## src/sfm_pkg.sv

```systemverilog
package sfm_pkg;
	// Register byte offsets
	localparam logic [5:0] OFF_CTRL = 6'h00;
	localparam logic [5:0] OFF_SYNTH = 6'h04;
	localparam logic [5:0] OFF_SPACING = 6'h08;
	localparam logic [5:0] OFF_CHANNEL = 6'h0c;
	localparam logic [5:0] OFF_MOD = 6'h10;
	localparam logic [5:0] OFF_TAP_DIV = 6'h14;
	localparam logic [5:0] OFF_CAL_TX = 6'h18;
	localparam logic [5:0] OFF_CAL_RX = 6'h1c;
	localparam logic [5:0] OFF_STATUS = 6'h20;
	localparam logic [5:0] OFF_FREQ = 6'h24;
	localparam logic [5:0] OFF_DEV = 6'h28;
	// Reset values
	localparam logic [31:0] CTRL_RST = 32'h0000_0000;
	localparam logic [27:0] SYNTH_RST = 28'h000_0000;
	localparam logic [15:0] TAP_DIV_RST = 16'h0010;
	localparam logic [7:0] CAL_RST = 8'h00;
	// AXI responses
	localparam logic [1:0] RESP_OKAY = 2'h0;
	localparam logic [1:0] RESP_SLVERR = 2'h2;
	// Modulation select codes
	localparam logic [3:0] MOD_2FSK = 4'h0;
	localparam logic [3:0] MOD_4FSK = 4'h1;
	localparam logic [3:0] MOD_2GFSK = 4'h2;
	localparam logic [3:0] MOD_4GFSK = 4'h3;
	localparam logic [3:0] MOD_ASK = 4'h5;
	localparam logic [3:0] MOD_POLAR = 4'h6;
	localparam logic [3:0] MOD_CW = 4'h7;
	// Radio state codes from the main controller
	localparam logic [1:0] RADIO_READY = 2'h0;
	localparam logic [1:0] RADIO_LOCK = 2'h1;
	localparam logic [1:0] RADIO_TX = 2'h2;
	localparam logic [1:0] RADIO_RX = 2'h3;
	// Shaping and interpolation figures
	localparam logic [2:0] TAPS_LAST = 3'h7;
	localparam logic [3:0] INTERP_EXP_LO = 4'h5;
	localparam logic [3:0] INTERP_EXP_OFF = 4'hb;
	localparam logic [3:0] INTERP_LG_MAX = 4'h6;
	localparam logic [4:0] COEF_FULL = 5'h10;
	// Control register layout, bit 0 first from the bottom
	typedef struct packed {
		logic [11:0] unused;
		logic tx_enable;
		logic phase_detector_split_enable;
		logic [2:0] charge_pump_current_sel;
		logic [1:0] equalizer_control;
		logic gaussian_interp_enable;
		logic gaussian_bt_select;
		logic quad_symbol_bit_swap;
		logic [1:0] const_map;
		logic [3:0] modulation_select;
		logic cal_disable;
		logic xo_double_rate;
		logic band_select;
		logic reference_halving;
	} sfm_ctrl_t;
	// Deviation and rate exponent layout
	typedef struct packed {
		logic [15:0] unused;
		logic [3:0] rate_exp;
		logic [3:0] dev_exp;
		logic [7:0] dev_mant;
	} sfm_mod_t;
	// Calibration sequencer states
	typedef enum logic [1:0] {
		ST_IDLE,
		ST_CAL_WAIT
	} sfm_cal_state_t;
endpackage : sfm_pkg

```

## src/sfm_shaper.sv

```systemverilog
`timescale 1ns/1ps
`default_nettype none
module sfm_shaper
	import sfm_pkg::*;
(
	// Clock and reset
	input wire logic aclk,
	input wire logic aresetn,
	// Symbol timing and level
	input wire logic tap_en,
	input wire logic [2:0] tap_phase,
	input wire logic signed [31:0] level,
	input wire logic [15:0] tap_div,
	// Shaping controls
	input wire logic shape_en,
	input wire logic bt_half,
	input wire logic interp_en,
	input wire logic [3:0] rate_exp,
	// Shaped deviation
	output logic signed [31:0] shaped
);
	logic signed [31:0] prev_reg;
	logic signed [31:0] target;
	logic signed [31:0] delta_reg;
	logic [5:0] step_cnt_reg;
	logic [15:0] sub_cnt_reg;
	logic [3:0] lg;
	logic [15:0] sub_div;
	logic [4:0] coef;

	// BT selects coefficient set; eight phases per symbol
	always_comb begin
		unique case ({bt_half, tap_phase})
			4'h0: coef = 5'h03;
			4'h1: coef = 5'h07;
			4'h2: coef = 5'h0b;
			4'h3: coef = 5'h0e;
			4'h8: coef = 5'h02;
			4'h9: coef = 5'h04;
			4'ha: coef = 5'h06;
			4'hb: coef = 5'h08;
			4'hc: coef = 5'h0a;
			4'hd: coef = 5'h0c;
			4'he: coef = 5'h0e;
			default: coef = COEF_FULL;
		endcase
	end

	// Two-symbol poly-phase blend; plain FSK steps straight to the level
	assign target = shape_en ? prev_reg + ((level - prev_reg) * $signed({1'b0, coef})) / 16 : level;

	// interpolation factor as a shift: 64, then halving, off at 11
	always_comb begin
		if (!interp_en || !shape_en || rate_exp >= INTERP_EXP_OFF)
			lg = 4'h0;
		else if (rate_exp < INTERP_EXP_LO)
			lg = INTERP_LG_MAX;
		else
			lg = INTERP_EXP_OFF - rate_exp;
	end
	assign sub_div = (tap_div >> lg) == 16'h0000 ? 16'h0001 : tap_div >> lg;

	// Previous symbol level, taken at the start of each symbol
	always_ff @(posedge aclk) begin
		if (!aresetn)
			prev_reg <= 32'sh0;
		else if (tap_en && tap_phase == TAPS_LAST)
			prev_reg <= level;
	end

	always_ff @(posedge aclk) begin
		if (!aresetn) begin
			shaped <= 32'sh0;
			delta_reg <= 32'sh0;
			step_cnt_reg <= 6'h00;
			sub_cnt_reg <= 16'h0000;
		end else if (tap_en) begin
			sub_cnt_reg <= 16'h0000;
			if (lg == 4'h0) begin
				shaped <= target;
				step_cnt_reg <= 6'h00;
			end else begin
				delta_reg <= (target - shaped) >>> lg;
				step_cnt_reg <= 6'((7'h01 << lg) - 7'h01);
			end
		end else if (step_cnt_reg != 6'h00) begin
			if (sub_cnt_reg + 16'h0001 >= sub_div) begin
				sub_cnt_reg <= 16'h0000;
				shaped <= shaped + delta_reg;
				step_cnt_reg <= step_cnt_reg - 6'h01;
			end else begin
				sub_cnt_reg <= sub_cnt_reg + 16'h0001;
			end
		end
	end
endmodule : sfm_shaper
`default_nettype wire

```

## src/sfm_synth_mod.sv

```systemverilog
// The implementer's own choices: the AXI4-Lite slave port and the register offsets.
`timescale 1ns/1ps
`default_nettype none
module sfm_synth_mod
	import sfm_pkg::*;
(
	// Clock and reset
	input wire logic aclk,
	input wire logic aresetn,
	// AXI4-Lite write address and data
	input wire logic [5:0] s_axi_awaddr,
	input wire logic s_axi_awvalid,
	output logic s_axi_awready,
	input wire logic [31:0] s_axi_wdata,
	input wire logic [3:0] s_axi_wstrb,
	input wire logic s_axi_wvalid,
	output logic s_axi_wready,
	// AXI4-Lite write response
	output logic [1:0] s_axi_bresp,
	output logic s_axi_bvalid,
	input wire logic s_axi_bready,
	// AXI4-Lite read
	input wire logic [5:0] s_axi_araddr,
	input wire logic s_axi_arvalid,
	output logic s_axi_arready,
	output logic [31:0] s_axi_rdata,
	output logic [1:0] s_axi_rresp,
	output logic s_axi_rvalid,
	input wire logic s_axi_rready,
	// Radio state and analog calibration
	input wire logic [1:0] radio_mode,
	input wire logic cal_done,
	input wire logic [7:0] cal_result,
	output logic cal_start,
	// Synthesizer controls
	output logic [31:0] synth_freq_word,
	output logic [7:0] synth_cal_word,
	output logic synth_apply,
	output logic [2:0] charge_pump_current_sel,
	output logic phase_detector_split_enable,
	output logic xo_clock_halve,
	output logic [1:0] equalizer_control,
	// Payload bytes from the packet handler
	input wire logic [7:0] pay_data,
	input wire logic pay_valid,
	output logic pay_ready
);
	sfm_ctrl_t ctrl_reg;
	sfm_mod_t mod_reg;
	logic [27:0] synth_word_reg;
	logic [7:0] spacing_reg;
	logic [7:0] channel_reg;
	logic [15:0] tap_div_reg;
	logic [7:0] cal_tx_reg;
	logic [7:0] cal_rx_reg;
	logic [5:0] aw_addr_reg;
	logic aw_held_reg;
	logic [31:0] w_data_reg;
	logic [3:0] w_strb_reg;
	logic w_held_reg;
	logic do_write;
	logic [1:0] prev_mode_reg;
	sfm_cal_state_t cal_state_reg;
	logic cal_for_tx_reg;
	logic synth_locked_reg;
	logic [31:0] fc_reg;
	logic [31:0] fc_calc;
	logic [31:0] dev_outer;
	logic [31:0] dev_inner;
	logic lock_trigger;
	logic [15:0] tap_cnt_reg;
	logic [2:0] phase_reg;
	logic tap_en;
	logic sym_edge;
	logic [7:0] shift_reg;
	logic [2:0] sym_left_reg;
	logic signed [31:0] level_reg;
	logic signed [31:0] shaped;
	logic fsk_mode;
	logic quad_mode;
	logic gauss_mode;
	logic mod_run;
	logic [1:0] next_sym;

	// Byte-lane merge for register writes
	function automatic logic [31:0] merge(input logic [31:0] old, input logic [31:0] data,
		input logic [3:0] strb);
		logic [31:0] res;
		res = old;
		for (int i = 0; i < 4; i++) begin
			if (strb[i])
				res[8*i +: 8] = data[8*i +: 8];
		end
		return res;
	endfunction : merge

	// Address decode shared by reads and writes
	function automatic logic mapped(input logic [5:0] a);
		return a[1:0] == 2'h0 && a <= OFF_DEV;
	endfunction : mapped

	// level of a symbol; two-level uses the outer magnitude
	function automatic logic signed [31:0] sym_level(input logic quad, input logic [1:0] sym,
		input logic [1:0] code, input logic [31:0] outer, input logic [31:0] inner);
		logic [31:0] mag;
		logic neg;
		mag = (!quad || (sym[0] ^ code[0])) ? outer : inner;
		neg = quad ? (sym[1] == code[1]) : (sym[0] == code[1]);
		return neg ? -$signed(mag) : $signed(mag);
	endfunction : sym_level

	// scheme decode; ASK and direct polar carry no frequency symbols here
	always_comb begin
		unique case (ctrl_reg.modulation_select)
			MOD_2FSK, MOD_4FSK, MOD_2GFSK, MOD_4GFSK: fsk_mode = 1'b1;
			MOD_ASK, MOD_POLAR, MOD_CW: fsk_mode = 1'b0;
			default: fsk_mode = 1'b0;
		endcase
	end
	assign quad_mode = ctrl_reg.modulation_select[0];
	assign gauss_mode = ctrl_reg.modulation_select[1];

	// AXI address and data may arrive in either order
	assign s_axi_awready = !aw_held_reg && !s_axi_bvalid;
	assign s_axi_wready = !w_held_reg && !s_axi_bvalid;
	assign do_write = aw_held_reg && w_held_reg && !s_axi_bvalid;
	assign s_axi_arready = !s_axi_rvalid;

	// Holding registers for the write channels
	always_ff @(posedge aclk) begin
		if (!aresetn) begin
			aw_held_reg <= 1'b0;
			w_held_reg <= 1'b0;
			aw_addr_reg <= 6'h00;
			w_data_reg <= 32'h0000_0000;
			w_strb_reg <= 4'h0;
		end else begin
			if (s_axi_awvalid && s_axi_awready) begin
				aw_held_reg <= 1'b1;
				aw_addr_reg <= s_axi_awaddr;
			end else if (do_write) begin
				aw_held_reg <= 1'b0;
			end
			if (s_axi_wvalid && s_axi_wready) begin
				w_held_reg <= 1'b1;
				w_data_reg <= s_axi_wdata;
				w_strb_reg <= s_axi_wstrb;
			end else if (do_write) begin
				w_held_reg <= 1'b0;
			end
		end
	end

	// Write response, error for unmapped or read-only words
	always_ff @(posedge aclk) begin
		if (!aresetn) begin
			s_axi_bvalid <= 1'b0;
			s_axi_bresp <= RESP_OKAY;
		end else if (do_write) begin
			s_axi_bvalid <= 1'b1;
			s_axi_bresp <= (mapped(aw_addr_reg) && aw_addr_reg < OFF_STATUS) ? RESP_OKAY
				: RESP_SLVERR;
		end else if (s_axi_bready) begin
			s_axi_bvalid <= 1'b0;
		end
	end

	// Configuration registers
	always_ff @(posedge aclk) begin
		if (!aresetn) begin
			ctrl_reg <= CTRL_RST;
			mod_reg <= '0;
			synth_word_reg <= SYNTH_RST;
			spacing_reg <= 8'h00;
			channel_reg <= 8'h00;
			tap_div_reg <= TAP_DIV_RST;
		end else if (do_write) begin
			unique case (aw_addr_reg)
				OFF_CTRL: ctrl_reg <= merge(ctrl_reg, w_data_reg, w_strb_reg) & 32'h000f_ffff;
				OFF_SYNTH: synth_word_reg <= 28'(merge({4'h0, synth_word_reg}, w_data_reg,
					w_strb_reg));
				OFF_SPACING: spacing_reg <= 8'(merge({24'h0, spacing_reg}, w_data_reg,
					w_strb_reg));
				// channel index alone in its own word
				OFF_CHANNEL: channel_reg <= 8'(merge({24'h0, channel_reg}, w_data_reg,
					w_strb_reg));
				OFF_MOD: mod_reg <= merge(mod_reg, w_data_reg, w_strb_reg) & 32'h0000_ffff;
				OFF_TAP_DIV: tap_div_reg <= 16'(merge({16'h0, tap_div_reg}, w_data_reg,
					w_strb_reg));
				default: ;
			endcase
		end
	end

	// calibration results win over a software write in the same cycle
	always_ff @(posedge aclk) begin
		if (!aresetn) begin
			cal_tx_reg <= CAL_RST;
			cal_rx_reg <= CAL_RST;
		end else if (cal_state_reg == ST_CAL_WAIT && cal_done) begin
			if (cal_for_tx_reg)
				cal_tx_reg <= cal_result;
			else
				cal_rx_reg <= cal_result;
		end else if (do_write && aw_addr_reg == OFF_CAL_TX) begin
			cal_tx_reg <= 8'(merge({24'h0, cal_tx_reg}, w_data_reg, w_strb_reg));
		end else if (do_write && aw_addr_reg == OFF_CAL_RX) begin
			cal_rx_reg <= 8'(merge({24'h0, cal_rx_reg}, w_data_reg, w_strb_reg));
		end
	end

	// Read data, registered one cycle after the address
	always_ff @(posedge aclk) begin
		if (!aresetn) begin
			s_axi_rvalid <= 1'b0;
			s_axi_rdata <= 32'h0000_0000;
			s_axi_rresp <= RESP_OKAY;
		end else if (s_axi_arvalid && s_axi_arready) begin
			s_axi_rvalid <= 1'b1;
			s_axi_rresp <= mapped(s_axi_araddr) ? RESP_OKAY : RESP_SLVERR;
			unique case (s_axi_araddr)
				OFF_CTRL: s_axi_rdata <= ctrl_reg;
				OFF_SYNTH: s_axi_rdata <= {4'h0, synth_word_reg};
				OFF_SPACING: s_axi_rdata <= {24'h0, spacing_reg};
				OFF_CHANNEL: s_axi_rdata <= {24'h0, channel_reg};
				OFF_MOD: s_axi_rdata <= mod_reg;
				OFF_TAP_DIV: s_axi_rdata <= {16'h0, tap_div_reg};
				OFF_CAL_TX: s_axi_rdata <= {24'h0, cal_tx_reg};
				OFF_CAL_RX: s_axi_rdata <= {24'h0, cal_rx_reg};
				OFF_STATUS: s_axi_rdata <= {24'h0, synth_cal_word[3:0], 1'b0, fsk_mode,
					cal_state_reg == ST_CAL_WAIT, synth_locked_reg};
				OFF_FREQ: s_axi_rdata <= fc_reg;
				OFF_DEV: s_axi_rdata <= dev_outer;
				default: s_axi_rdata <= 32'h0000_0000;
			endcase
		end else if (s_axi_rready) begin
			s_axi_rvalid <= 1'b0;
		end
	end

	// Centre frequency in units of the reference over 2^23.
	// base is word*16/(B*D): shift left by 2 less band and halving bits
	// spacing step of reference/2^15 is 2^8 units, times index
	assign fc_calc = 32'({4'h0, synth_word_reg} << (2'h2 - {1'b0, ctrl_reg.band_select}
		- {1'b0, ctrl_reg.reference_halving}))
		+ {8'h00, {8'h00, spacing_reg} * {8'h00, channel_reg}, 8'h00}; // 16-bit product

	// deviation in the same units: 16*round(D*M*B/8)/(D*B)
	always_comb begin
		logic [31:0] m;
		logic [31:0] n;
		m = 32'h0000_0000;
		n = 32'h0000_0000;
		if (mod_reg.dev_exp == 4'h0)
			m = {24'h0, mod_reg.dev_mant};
		else
			m = ({23'h0, 1'b1, mod_reg.dev_mant} << (mod_reg.dev_exp - 4'h1));
		n = m << (3'h2 + {2'b0, ctrl_reg.band_select} + {2'b0, ctrl_reg.reference_halving});
		n = (n + 32'h0000_0004) >> 3;
		dev_outer = n << (2'h2 - {1'b0, ctrl_reg.band_select}
			- {1'b0, ctrl_reg.reference_halving});
	end
	assign dev_inner = dev_outer / 32'h0000_0003;

	// lock from ready, and every receive-transmit swap
	assign lock_trigger = (prev_mode_reg == RADIO_READY && radio_mode != RADIO_READY)
		|| (prev_mode_reg == RADIO_TX && radio_mode == RADIO_RX)
		|| (prev_mode_reg == RADIO_RX && radio_mode == RADIO_TX);

	// Calibration and lock sequencer
	always_ff @(posedge aclk) begin
		if (!aresetn) begin
			prev_mode_reg <= RADIO_READY;
			cal_state_reg <= ST_IDLE;
			cal_for_tx_reg <= 1'b0;
			cal_start <= 1'b0;
			synth_apply <= 1'b0;
			synth_locked_reg <= 1'b0;
			synth_cal_word <= CAL_RST;
			fc_reg <= 32'h0000_0000;
		end else begin
			prev_mode_reg <= radio_mode;
			cal_start <= 1'b0;
			synth_apply <= 1'b0;
			if (radio_mode == RADIO_READY) begin
				cal_state_reg <= ST_IDLE;
				synth_locked_reg <= 1'b0;
			end else if (lock_trigger) begin
				fc_reg <= fc_calc;
				cal_for_tx_reg <= radio_mode != RADIO_RX;
				synth_locked_reg <= 1'b0;
				if (ctrl_reg.cal_disable) begin
					synth_cal_word <= radio_mode == RADIO_RX ? cal_rx_reg : cal_tx_reg;
					synth_apply <= 1'b1;
					synth_locked_reg <= 1'b1;
					cal_state_reg <= ST_IDLE;
				end else begin
					cal_start <= 1'b1;
					cal_state_reg <= ST_CAL_WAIT;
				end
			end else if (cal_state_reg == ST_CAL_WAIT && cal_done) begin
				// result used at once and kept in its register
				synth_cal_word <= cal_result;
				synth_apply <= 1'b1;
				synth_locked_reg <= 1'b1;
				cal_state_reg <= ST_IDLE;
			end
		end
	end

	// Modulator runs only while locked for transmit in a frequency scheme
	assign mod_run = ctrl_reg.tx_enable && synth_locked_reg && radio_mode == RADIO_TX && fsk_mode;

	// Tap divider: one enable per filter phase, eight per symbol
	assign tap_en = mod_run && tap_cnt_reg + 16'h0001 >= tap_div_reg;
	assign sym_edge = tap_en && phase_reg == TAPS_LAST;
	always_ff @(posedge aclk) begin
		if (!aresetn || !mod_run) begin
			tap_cnt_reg <= 16'h0000;
			phase_reg <= 3'h0;
		end else if (tap_en) begin
			tap_cnt_reg <= 16'h0000;
			phase_reg <= phase_reg + 3'h1;
		end else begin
			tap_cnt_reg <= tap_cnt_reg + 16'h0001;
		end
	end

	// Next symbol from the top of the byte; swap reverses each pair
	assign next_sym = !quad_mode ? {1'b0, shift_reg[7]}
		: ctrl_reg.quad_symbol_bit_swap ? {shift_reg[6], shift_reg[7]} : shift_reg[7:6];
	// New byte taken only at a symbol edge once the last is spent
	assign pay_ready = sym_edge && sym_left_reg == 3'h0;

	// byte splits into S0..S3 (or eight bits), one per symbol period
	always_ff @(posedge aclk) begin
		if (!aresetn || !mod_run) begin
			shift_reg <= 8'h00;
			sym_left_reg <= 3'h0;
			level_reg <= 32'sh0;
		end else if (sym_edge) begin
			if (sym_left_reg != 3'h0) begin
				level_reg <= sym_level(quad_mode, next_sym, ctrl_reg.const_map,
					dev_outer, dev_inner);
				shift_reg <= quad_mode ? {shift_reg[5:0], 2'b00} : {shift_reg[6:0], 1'b0};
				sym_left_reg <= sym_left_reg - 3'h1;
			end else if (pay_valid) begin
				// First symbol leaves now, so only the rest stays in the shifter
				shift_reg <= quad_mode ? {pay_data[5:0], 2'b00} : {pay_data[6:0], 1'b0};
				sym_left_reg <= quad_mode ? 3'h3 : 3'h7;
				level_reg <= sym_level(quad_mode, quad_mode ? (ctrl_reg.quad_symbol_bit_swap
					? {pay_data[6], pay_data[7]} : pay_data[7:6]) : {1'b0, pay_data[7]},
					ctrl_reg.const_map, dev_outer, dev_inner);
			end else begin
				// Underrun leaves the carrier at centre
				level_reg <= 32'sh0;
			end
		end
	end

	sfm_shaper u_shaper (
		.aclk(aclk),
		.aresetn(aresetn),
		.tap_en(tap_en),
		.tap_phase(phase_reg),
		.level(level_reg),
		.tap_div(tap_div_reg),
		.shape_en(gauss_mode),
		.bt_half(ctrl_reg.gaussian_bt_select),
		.interp_en(ctrl_reg.gaussian_interp_enable),
		.rate_exp(mod_reg.rate_exp),
		.shaped(shaped)
	);

	// Frequency word out: captured centre plus modulation offset
	always_ff @(posedge aclk) begin
		if (!aresetn)
			synth_freq_word <= 32'h0000_0000;
		else
			synth_freq_word <= fc_reg + (mod_run ? shaped : 32'sh0);
	end

	// static controls passed to the analog side
	always_ff @(posedge aclk) begin
		if (!aresetn) begin
			xo_clock_halve <= 1'b0;
			charge_pump_current_sel <= 3'h0;
			phase_detector_split_enable <= 1'b0;
			equalizer_control <= 2'h0;
		end else begin
			xo_clock_halve <= ctrl_reg.xo_double_rate;
			charge_pump_current_sel <= ctrl_reg.charge_pump_current_sel;
			phase_detector_split_enable <= ctrl_reg.phase_detector_split_enable;
			equalizer_control <= ctrl_reg.equalizer_control;
		end
	end
endmodule : sfm_synth_mod
`default_nettype wire

```

## config.mk

```make
export PLATFORM = sky130hd
export DESIGN_NAME = sfm_synth_mod
export DESIGN_NICKNAME = d
export VERILOG_FILES = /design/src/sfm_pkg.sv /design/src/sfm_shaper.sv /design/src/sfm_synth_mod.sv
export SDC_FILE = /design/constraint.sdc
export NUM_CORES = 2
export LEC_CHECK = 0
export BUFFER_PORTS_ARGS = -buffer_cell sky130_fd_sc_hd__buf_2
export CORE_MARGIN = 4
export CORE_UTILIZATION = 45
export CTS_BUF_LIST = sky130_fd_sc_hd__clkbuf_8
export DETAILED_ROUTE_END_ITERATION = 10
export GPL_TIMING_DRIVEN = 0
export SLEW_MARGIN = 15
export SYNTH_ARGS = -nofsm -noshare
export SYNTH_HDL_FRONTEND = slang
export SYNTH_SLANG_ARGS = --single-unit
```

## constraint.sdc

```tcl
create_clock -name aclk -period 32.2 [get_ports aclk]
set_input_delay 4.83 -clock aclk [delete_from_list [all_inputs] [get_ports aclk]]
set_output_delay 4.83 -clock aclk [all_outputs]
set_load 0.02 [all_outputs]
```

-- After elaboration in Yosys (flattened, before gate mapping)
Memory sizes are Yosys's and may differ from the RTL's.
Cells that the tools add are included.
- register bits: 457
- memory bits (read-only): 80
- bits of input ports: 75
- output and inout bits: 91
- word-level logic and storage cells: 299
- memories: 1
- memories (name ; depth ; width ; read ports ; clocked after Yosys merged registers in ; write ports ; RTL line ; source):
    (name not given) ; 16 ; 5 ; 1 ; 0 ; 0 ; sfm_shaper.sv:33 ; unique case ({bt_half, tap_phase})
- add/sub/neg operators: 22
- multiply operators: 2
- divide/modulo/power cells: 1
- order comparisons: 7
- equality and inequality tests: 36
- shift-type cells: 7
- multiplexer cells: 66
- bitwise logic cells: 7
- reductions and logical operators: 90
- operators with widths (operator ; count):
    32-bit two-way mux ; 13
    32-bit case mux with 11 select lines ; 1
    8-bit two-way mux ; 16
    32-bit adder ; 3
    32-bit negator ; 2
    32-bit subtractor ; 2
    6-bit by 5-bit == test with 1-bit output, second input constant ; 8
    3-bit AND reduction ; 16
    16-bit by 1-bit adder with 16-bit output, second input constant ; 2
    32-bit by 1-bit adder with 32-bit output ; 1
    32-bit by 24-bit adder with 32-bit output ; 1
    32-bit by 3-bit adder with 32-bit output, second input constant ; 1
    32-bit by 2-bit divider with 32-bit output, second input constant ; 1
    16-bit greater-or-equal comparator ; 2
    32-bit by 6-bit multiplier with 32-bit output ; 1
    16-bit two-way mux ; 2
    28-bit by 2-bit left shift with 32-bit output ; 1
    29-bit by 2-bit left shift with 32-bit output ; 1
    32-bit by 3-bit left shift with 32-bit output ; 1
    9-bit by 4-bit left shift with 32-bit output ; 1
    32-bit by 4-bit >>> shifter with 32-bit output ; 1
    6-bit by 4-bit == test with 1-bit output, second input constant ; 4
    6-bit two-way mux ; 4
    2-bit nonzero test ; 12
    other kinds (48) ; 141

-- Depth between registers and ports, before layout
- depth after elaboration: 12
- gate-level depth with buffers: 83
- gate-level depth less buffers: 83

-- Modules after synthesis
From an unflattened synthesis, not the netlist that was laid out.
- cell total of the unflattened synthesis: 5983
- area total of the unflattened synthesis: 45812.7 µm²
- modules (own cells, without submodules) (module ; times used ; cells each ; area each (µm²) ; seq. area each (µm²)):
    sfm_synth_mod ; 1 ; 3472 ; 27221.1 ; 6706.4
    sfm_shaper ; 1 ; 2511 ; 18591.6 ; 2362.3

-- Worst setup path before layout
Ideal clock, no wire load.
- path kind: reg2reg
- start point: reg level_reg[0]
- end point: reg u_shaper.delta_reg[28]
- library setup time: 0.074 ns
- data arrival time: 14.935 ns
- data required time: 32.126 ns
- setup slack: 17.191 ns
- stages on the path, launching flop included: 82
- buffers on the path: 0
- period minus slack after synthesis: 15.009 ns
- cell sequence: dfxtp_1 -> inv_1 -> ha_1 -> inv_1 -> fa_1 -> a21o_1 -> a21oi_1 -> o21ai_0 -> a21oi_1 -> o21ai_0 -> a21oi_1 -> o21ai_0 -> a21oi_1 -> o21ai_0 -> a21oi_1 -> o21ai_0 -> a21oi_1 -> o21bai_1 -> (+46 left out) -> a21oi_1 -> nor2b_1 -> o311ai_0 -> nand2b_1 -> a21oi_1 -> xnor2_1 -> nand2_1 -> o21ai_0 -> ha_1 -> and3_1 -> a211oi_1 -> a21oi_1 -> xor2_1 -> xnor2_1 -> nand2_1 -> a22oi_1 -> nand2_1 -> a31oi_1
- word-level cells in the longest chain between the ends: 9
- ends and longest elaborated chain (what ; RTL line ; source):
    start: declaration ; sfm_synth_mod.sv:77 ; logic signed [31:0] level_reg;
    start signal: assignment ; sfm_synth_mod.sv:343 ; level_reg <= sym_level(quad_mode, next_sym, ctrl_reg.const_map,
    start signal: assignment ; sfm_synth_mod.sv:351 ; level_reg <= sym_level(quad_mode, quad_mode ? (ctrl_reg.quad_symbol_bit_swap
    32-bit subtractor ; sfm_shaper.sv:50 ; assign target = shape_en ? prev_reg + ((level - prev_reg) * $signed({1'b0, coef})) / 16 : level;
    32-bit by 6-bit multiplier with 32-bit output ; sfm_shaper.sv:50 ;
    4-bit OR reduction (no source line) ; n/a ;
    1-bit bitwise AND (no source line) ; n/a ;
    32-bit by 1-bit adder with 32-bit output (no source line) ; n/a ;
    32-bit adder ; sfm_shaper.sv:50 ;
    32-bit two-way mux (*) ; sfm_shaper.sv:50 ;
    32-bit subtractor (*) ; sfm_shaper.sv:83 ; delta_reg <= (target - shaped) >>> lg;
    32-bit by 4-bit >>> shifter with 32-bit output (*) ; sfm_shaper.sv:83 ;
    end signal: assignment ; sfm_shaper.sv:83 ;
    end: declaration ; sfm_shaper.sv:24 ; logic signed [31:0] delta_reg;
Mark *: on every way between the ends. The rest lies on a longest branch, timed or not.
A chain may end at the register's enable or synchronous reset.

-- Worst setup path after layout
Ends and elaborated chain as after synthesis.

==> flow_summary_export.csv <==
group,metric,value,unit
drt,num_vias,43744,
floorplanning,start_util,45.5,%
cells_and_area,final_area,0.0476,mm²
cts,clk_pin_slew,0.06,ns
synthesis,synth_adder_area_share,14.9,%
critical_path,path_delay_family,"compound AO/OA/AOI/OAI gates",
global_route,grt_usage,31.3,%
cts,cts_max_level,3,
hold_path,holdCritStartpoint,"w_strb_reg[1]",
synthesis,ys_async_sr_fraction,0,%
drt,drc_errors,0,
critical_path,cp-end-kind,"flop",
cts,cts_root_buf,"clkbuf_8",
synthesis,synth_seq_area_share,20.9,%
timing,hold_viol,0,
power,power.total,1.28,mW
critical_path,cp_data_required_time,32.86,ns
placement,placed_cell_area,0.0457,mm²
floorplanning,dieArea,0.101,mm²
timing,max_slew_margin,12.6,%
synthesis,synth_area_per_cell,7.54,µm²
floorplanning,die_h,318,µm
timing,slew_violations,0,
job,maxCapViolCount,0,
critical_path,crit_path_max_fanout,6,
timing,fin_crit_sh,56.1,%
critical_path,crit_arrival,18.73,ns
hold_path,hold_end,"w_strb_reg[1]",
global_route,use_met1,42.4,%
synthesis,yosysUniqueCellTypes,119,
critical_path,crit_type,"flop to flop",
power,power.density,26.9,mW/mm²
synthesis,synth_top_family_by_area,"compound AO/OA/AOI/OAI gates",
cells_and_area,drive_above_1_share,7.90,%
timing,worstMarginPinSlew,1.31,ns
cts,cts_hold_buf,0,
timing,rsz0062_at_grt,"no",
synthesis,synthFlopType,"dfxtp_1",
cells_and_area,nets,6512,
cts,clock_path_buffers,3,
placement,portBuffers,159,
synthesis,synth_simple_gate_area_share,21.2,%
outcome,status,"completed",
critical_path,r2r_start,"level_reg[0]",
floorplanning,die_w,318,µm
timing,finClkSkew,0.0737,ns
synthesis,synthMuxAreaShare,8.14,%
cts,cts.repair.resized,0,
synthesis,synth_compound_area_share,22.5,%
synthesis,yosys_warnings,0,
cts,cts_tree,"built",
cells_and_area,post-route-util,49.9,%
drt,dr.first_iter.drc_count,4566,
global_route,use_met2,49.0,%
critical_path,r2r_cells,81,
hold_path,whs_path_depth,2,
critical_path,reg2reg_slack,14.13,ns
cts,cts_setup_buffers,0,
critical_path,start_kind,"flop",
global_route,antenna_found_initial,12,
global_route,use_met3,6.16,%
synthesis,syn-cell-area,0.0433,mm²
floorplanning,top_level_ports,166,
cells_and_area,nFillCells,9741,
synthesis,synth-seq-cells,453,
placement,place_hpwl,132,mm
critical_path,cpMostUsedCell,"a21oi_1",
floorplanning,core_area,0.0953,mm²
synthesis,synthCells,5748,
hold_path,min_path_type,"flop to flop",
placement,place.gp.congestion,1.01,
global_route,grt_pass1_vias,40712,
timing,post-route-min-period,18.07,ns
timing,setup-violations-final,0,
power,leakage,20.7,nW
cts,cts.sinks,453,
drt,wl_per_cell,22.6,µm
power,peakVddDrop,0.0283,mV
cts,cts_buffers,85,
global_route,overflow,0,
drt,detail_route.vias_per_cell,5.97,
drt,drt_wl_total,166,mm
timing,fmax,0.0554,GHz
synthesis,synth_edf_count,0,
cells_and_area,syn_to_final_growth,9.80,%
critical_path,crit_slowest_cell,"a2111oi_0",
drt,drtAntennaViolNets,0,
global_route,grt_first_pass_wirelength,250,mm
critical_path,rr_endpoint,"u_shaper.delta_reg[28]",
global_route,top_usage_layer,"met2",
synthesis,synthXorXnorAreaFrac,5.64,%
floorplanning,rows,113,
drt,first_pass_iters,7,
critical_path,critPathBufInv,4,
timing,finalSetupTns,0,ns
critical_path,worst_path_largest_cell_delay,0.66,ns
global_route,grt_max_degree,12,
cts,clock_latency,0.76,ns
worst reg2reg max path, delay by kind of cell, from the launching register on:
family / cells / cell delay, ns
AO/OA/AOI/OAI: 49 / 10.34
XOR/XNOR: 8 / 1.80
adder cells (fa/ha/maj): 9 / 3.52
buffers and inverters: 4 / 0.23
flip-flops: 1 / 0.35
AND/OR/NAND/NOR: 11 / 1.75
synthesized netlist by cell type (26+ instances only):
cell	instances	area, µm²
a21o_1	55	413
inv_1	377	1420
dfxtp_1	453	9070
a211oi_1	87	653
a22oi_1	57	428
ha_1	316	3950
a221oi_1	40	350
a21oi_1	461	2310
and2_1	106	663
xnor2_1	194	1700
and3_1	54	338
buf_1	42	158
mux2_2	51	574
o21bai_1	36	270
nand2_1	691	2590
xor2_1	79	692
nor3_1	98	490
mux4_2	32	721
a21boi_0	35	263
a222oi_1	33	330
nand3_1	93	465
clkbuf_1	288	1080
nor2b_1	77	482
a31oi_1	40	250
fa_1	126	2520
mux2i_1	213	2130
o21ai_0	325	1630
nor4_1	46	288
o22ai_1	57	357
or2_2	26	163
nor2_1	666	2500
nand2b_1	49	307
power by group:
group | switching, mW | total (mW) | internal [mW] | leakage, nW
Combinational | 0.0562 | 0.0771 | 0.0209 | 16.1
Clock | 0.271 | 0.627 | 0.356 | 1.01
Sequential | 0.00740 | 0.575 | 0.568 | 3.66
Total | 0.335 | 1.28 | 0.944 | 20.7
logic make-up (layout without fill, tap and decap cells):
family                   Yosys count  in the layout
adder cells (fa/ha/maj)          442            442
flip-flops                       453            453
AND/OR/NAND/NOR                 2028           2028
AO/OA/AOI/OAI                   1504           1504
multiplexers                     302            302
other                              1              7
buffers and inverters            742           1046
XOR/XNOR                         276            276
per-stage QoR:
step | hold WS (ns) | cells | setup WS, ns
3_3_place_gp | 0.444 | 7173 | 14.30
4_1_cts | 0.454 | 7318 | 14.22
5_1_grt | 0.472 | 7319 | 12.49
2_1_floorplan | 0.432 | 5749 | 17.19
3_5_place_dp | 0.445 | 7173 | 14.37
6_report | 0.454 | 7323 | 14.13
area by class of cell:
type	count	area, µm²	area share [%]
diodes	5	12.5	0.0263
clock buffers	101	1390	2.92
multi-input cells	4554	31400	66.0
inverters	379	1420	2.99
flip-flops and latches	453	9070	19.1
clock inverters	44	444	0.933
plain buffers	363	1450	3.05
well taps	1265	1580	3.33
repair buffers	159	796	1.67
cell usage in the layout, fill, tap and decap left out, drive strengths merged, types with 89 or more instances in the layout:
cell    netlist  layout
and2        108     108
clkbuf      288     389
buf          75     234
nor3        100     100
o21ai       339     339
a21oi       461     461
nand2       693     693
a211oi       89      89
ha          316     316
nor2        670     670
inv         378     401
xnor2       195     195
dfxtp       453     453
mux2i       214     214
fa          126     126
nand3        93      93
worst max path at each step:
stage,cells after the start,startpoint,end
2_1_floorplan,81,level_reg[0],u_shaper.delta_reg[28]
3_3_place_gp,80,level_reg[0],u_shaper.delta_reg[28]
3_5_place_dp,81,level_reg[0],u_shaper.delta_reg[28]
4_1_cts,81,level_reg[0],u_shaper.delta_reg[28]
5_1_grt,81,level_reg[0],u_shaper.delta_reg[28]
6_report,81,level_reg[0],u_shaper.delta_reg[28]
metal layers:
layer	vias to the layer above	wire length, µm	part of all wire (%)
li1	20735	-	-
met1	20769	71100	43
met2	1881	72000	44
met3	349	14500	8.7
met4	10	7830	4.7
met5	-	118	0.071
No activity file was read; power rests on OpenSTA's default activity.
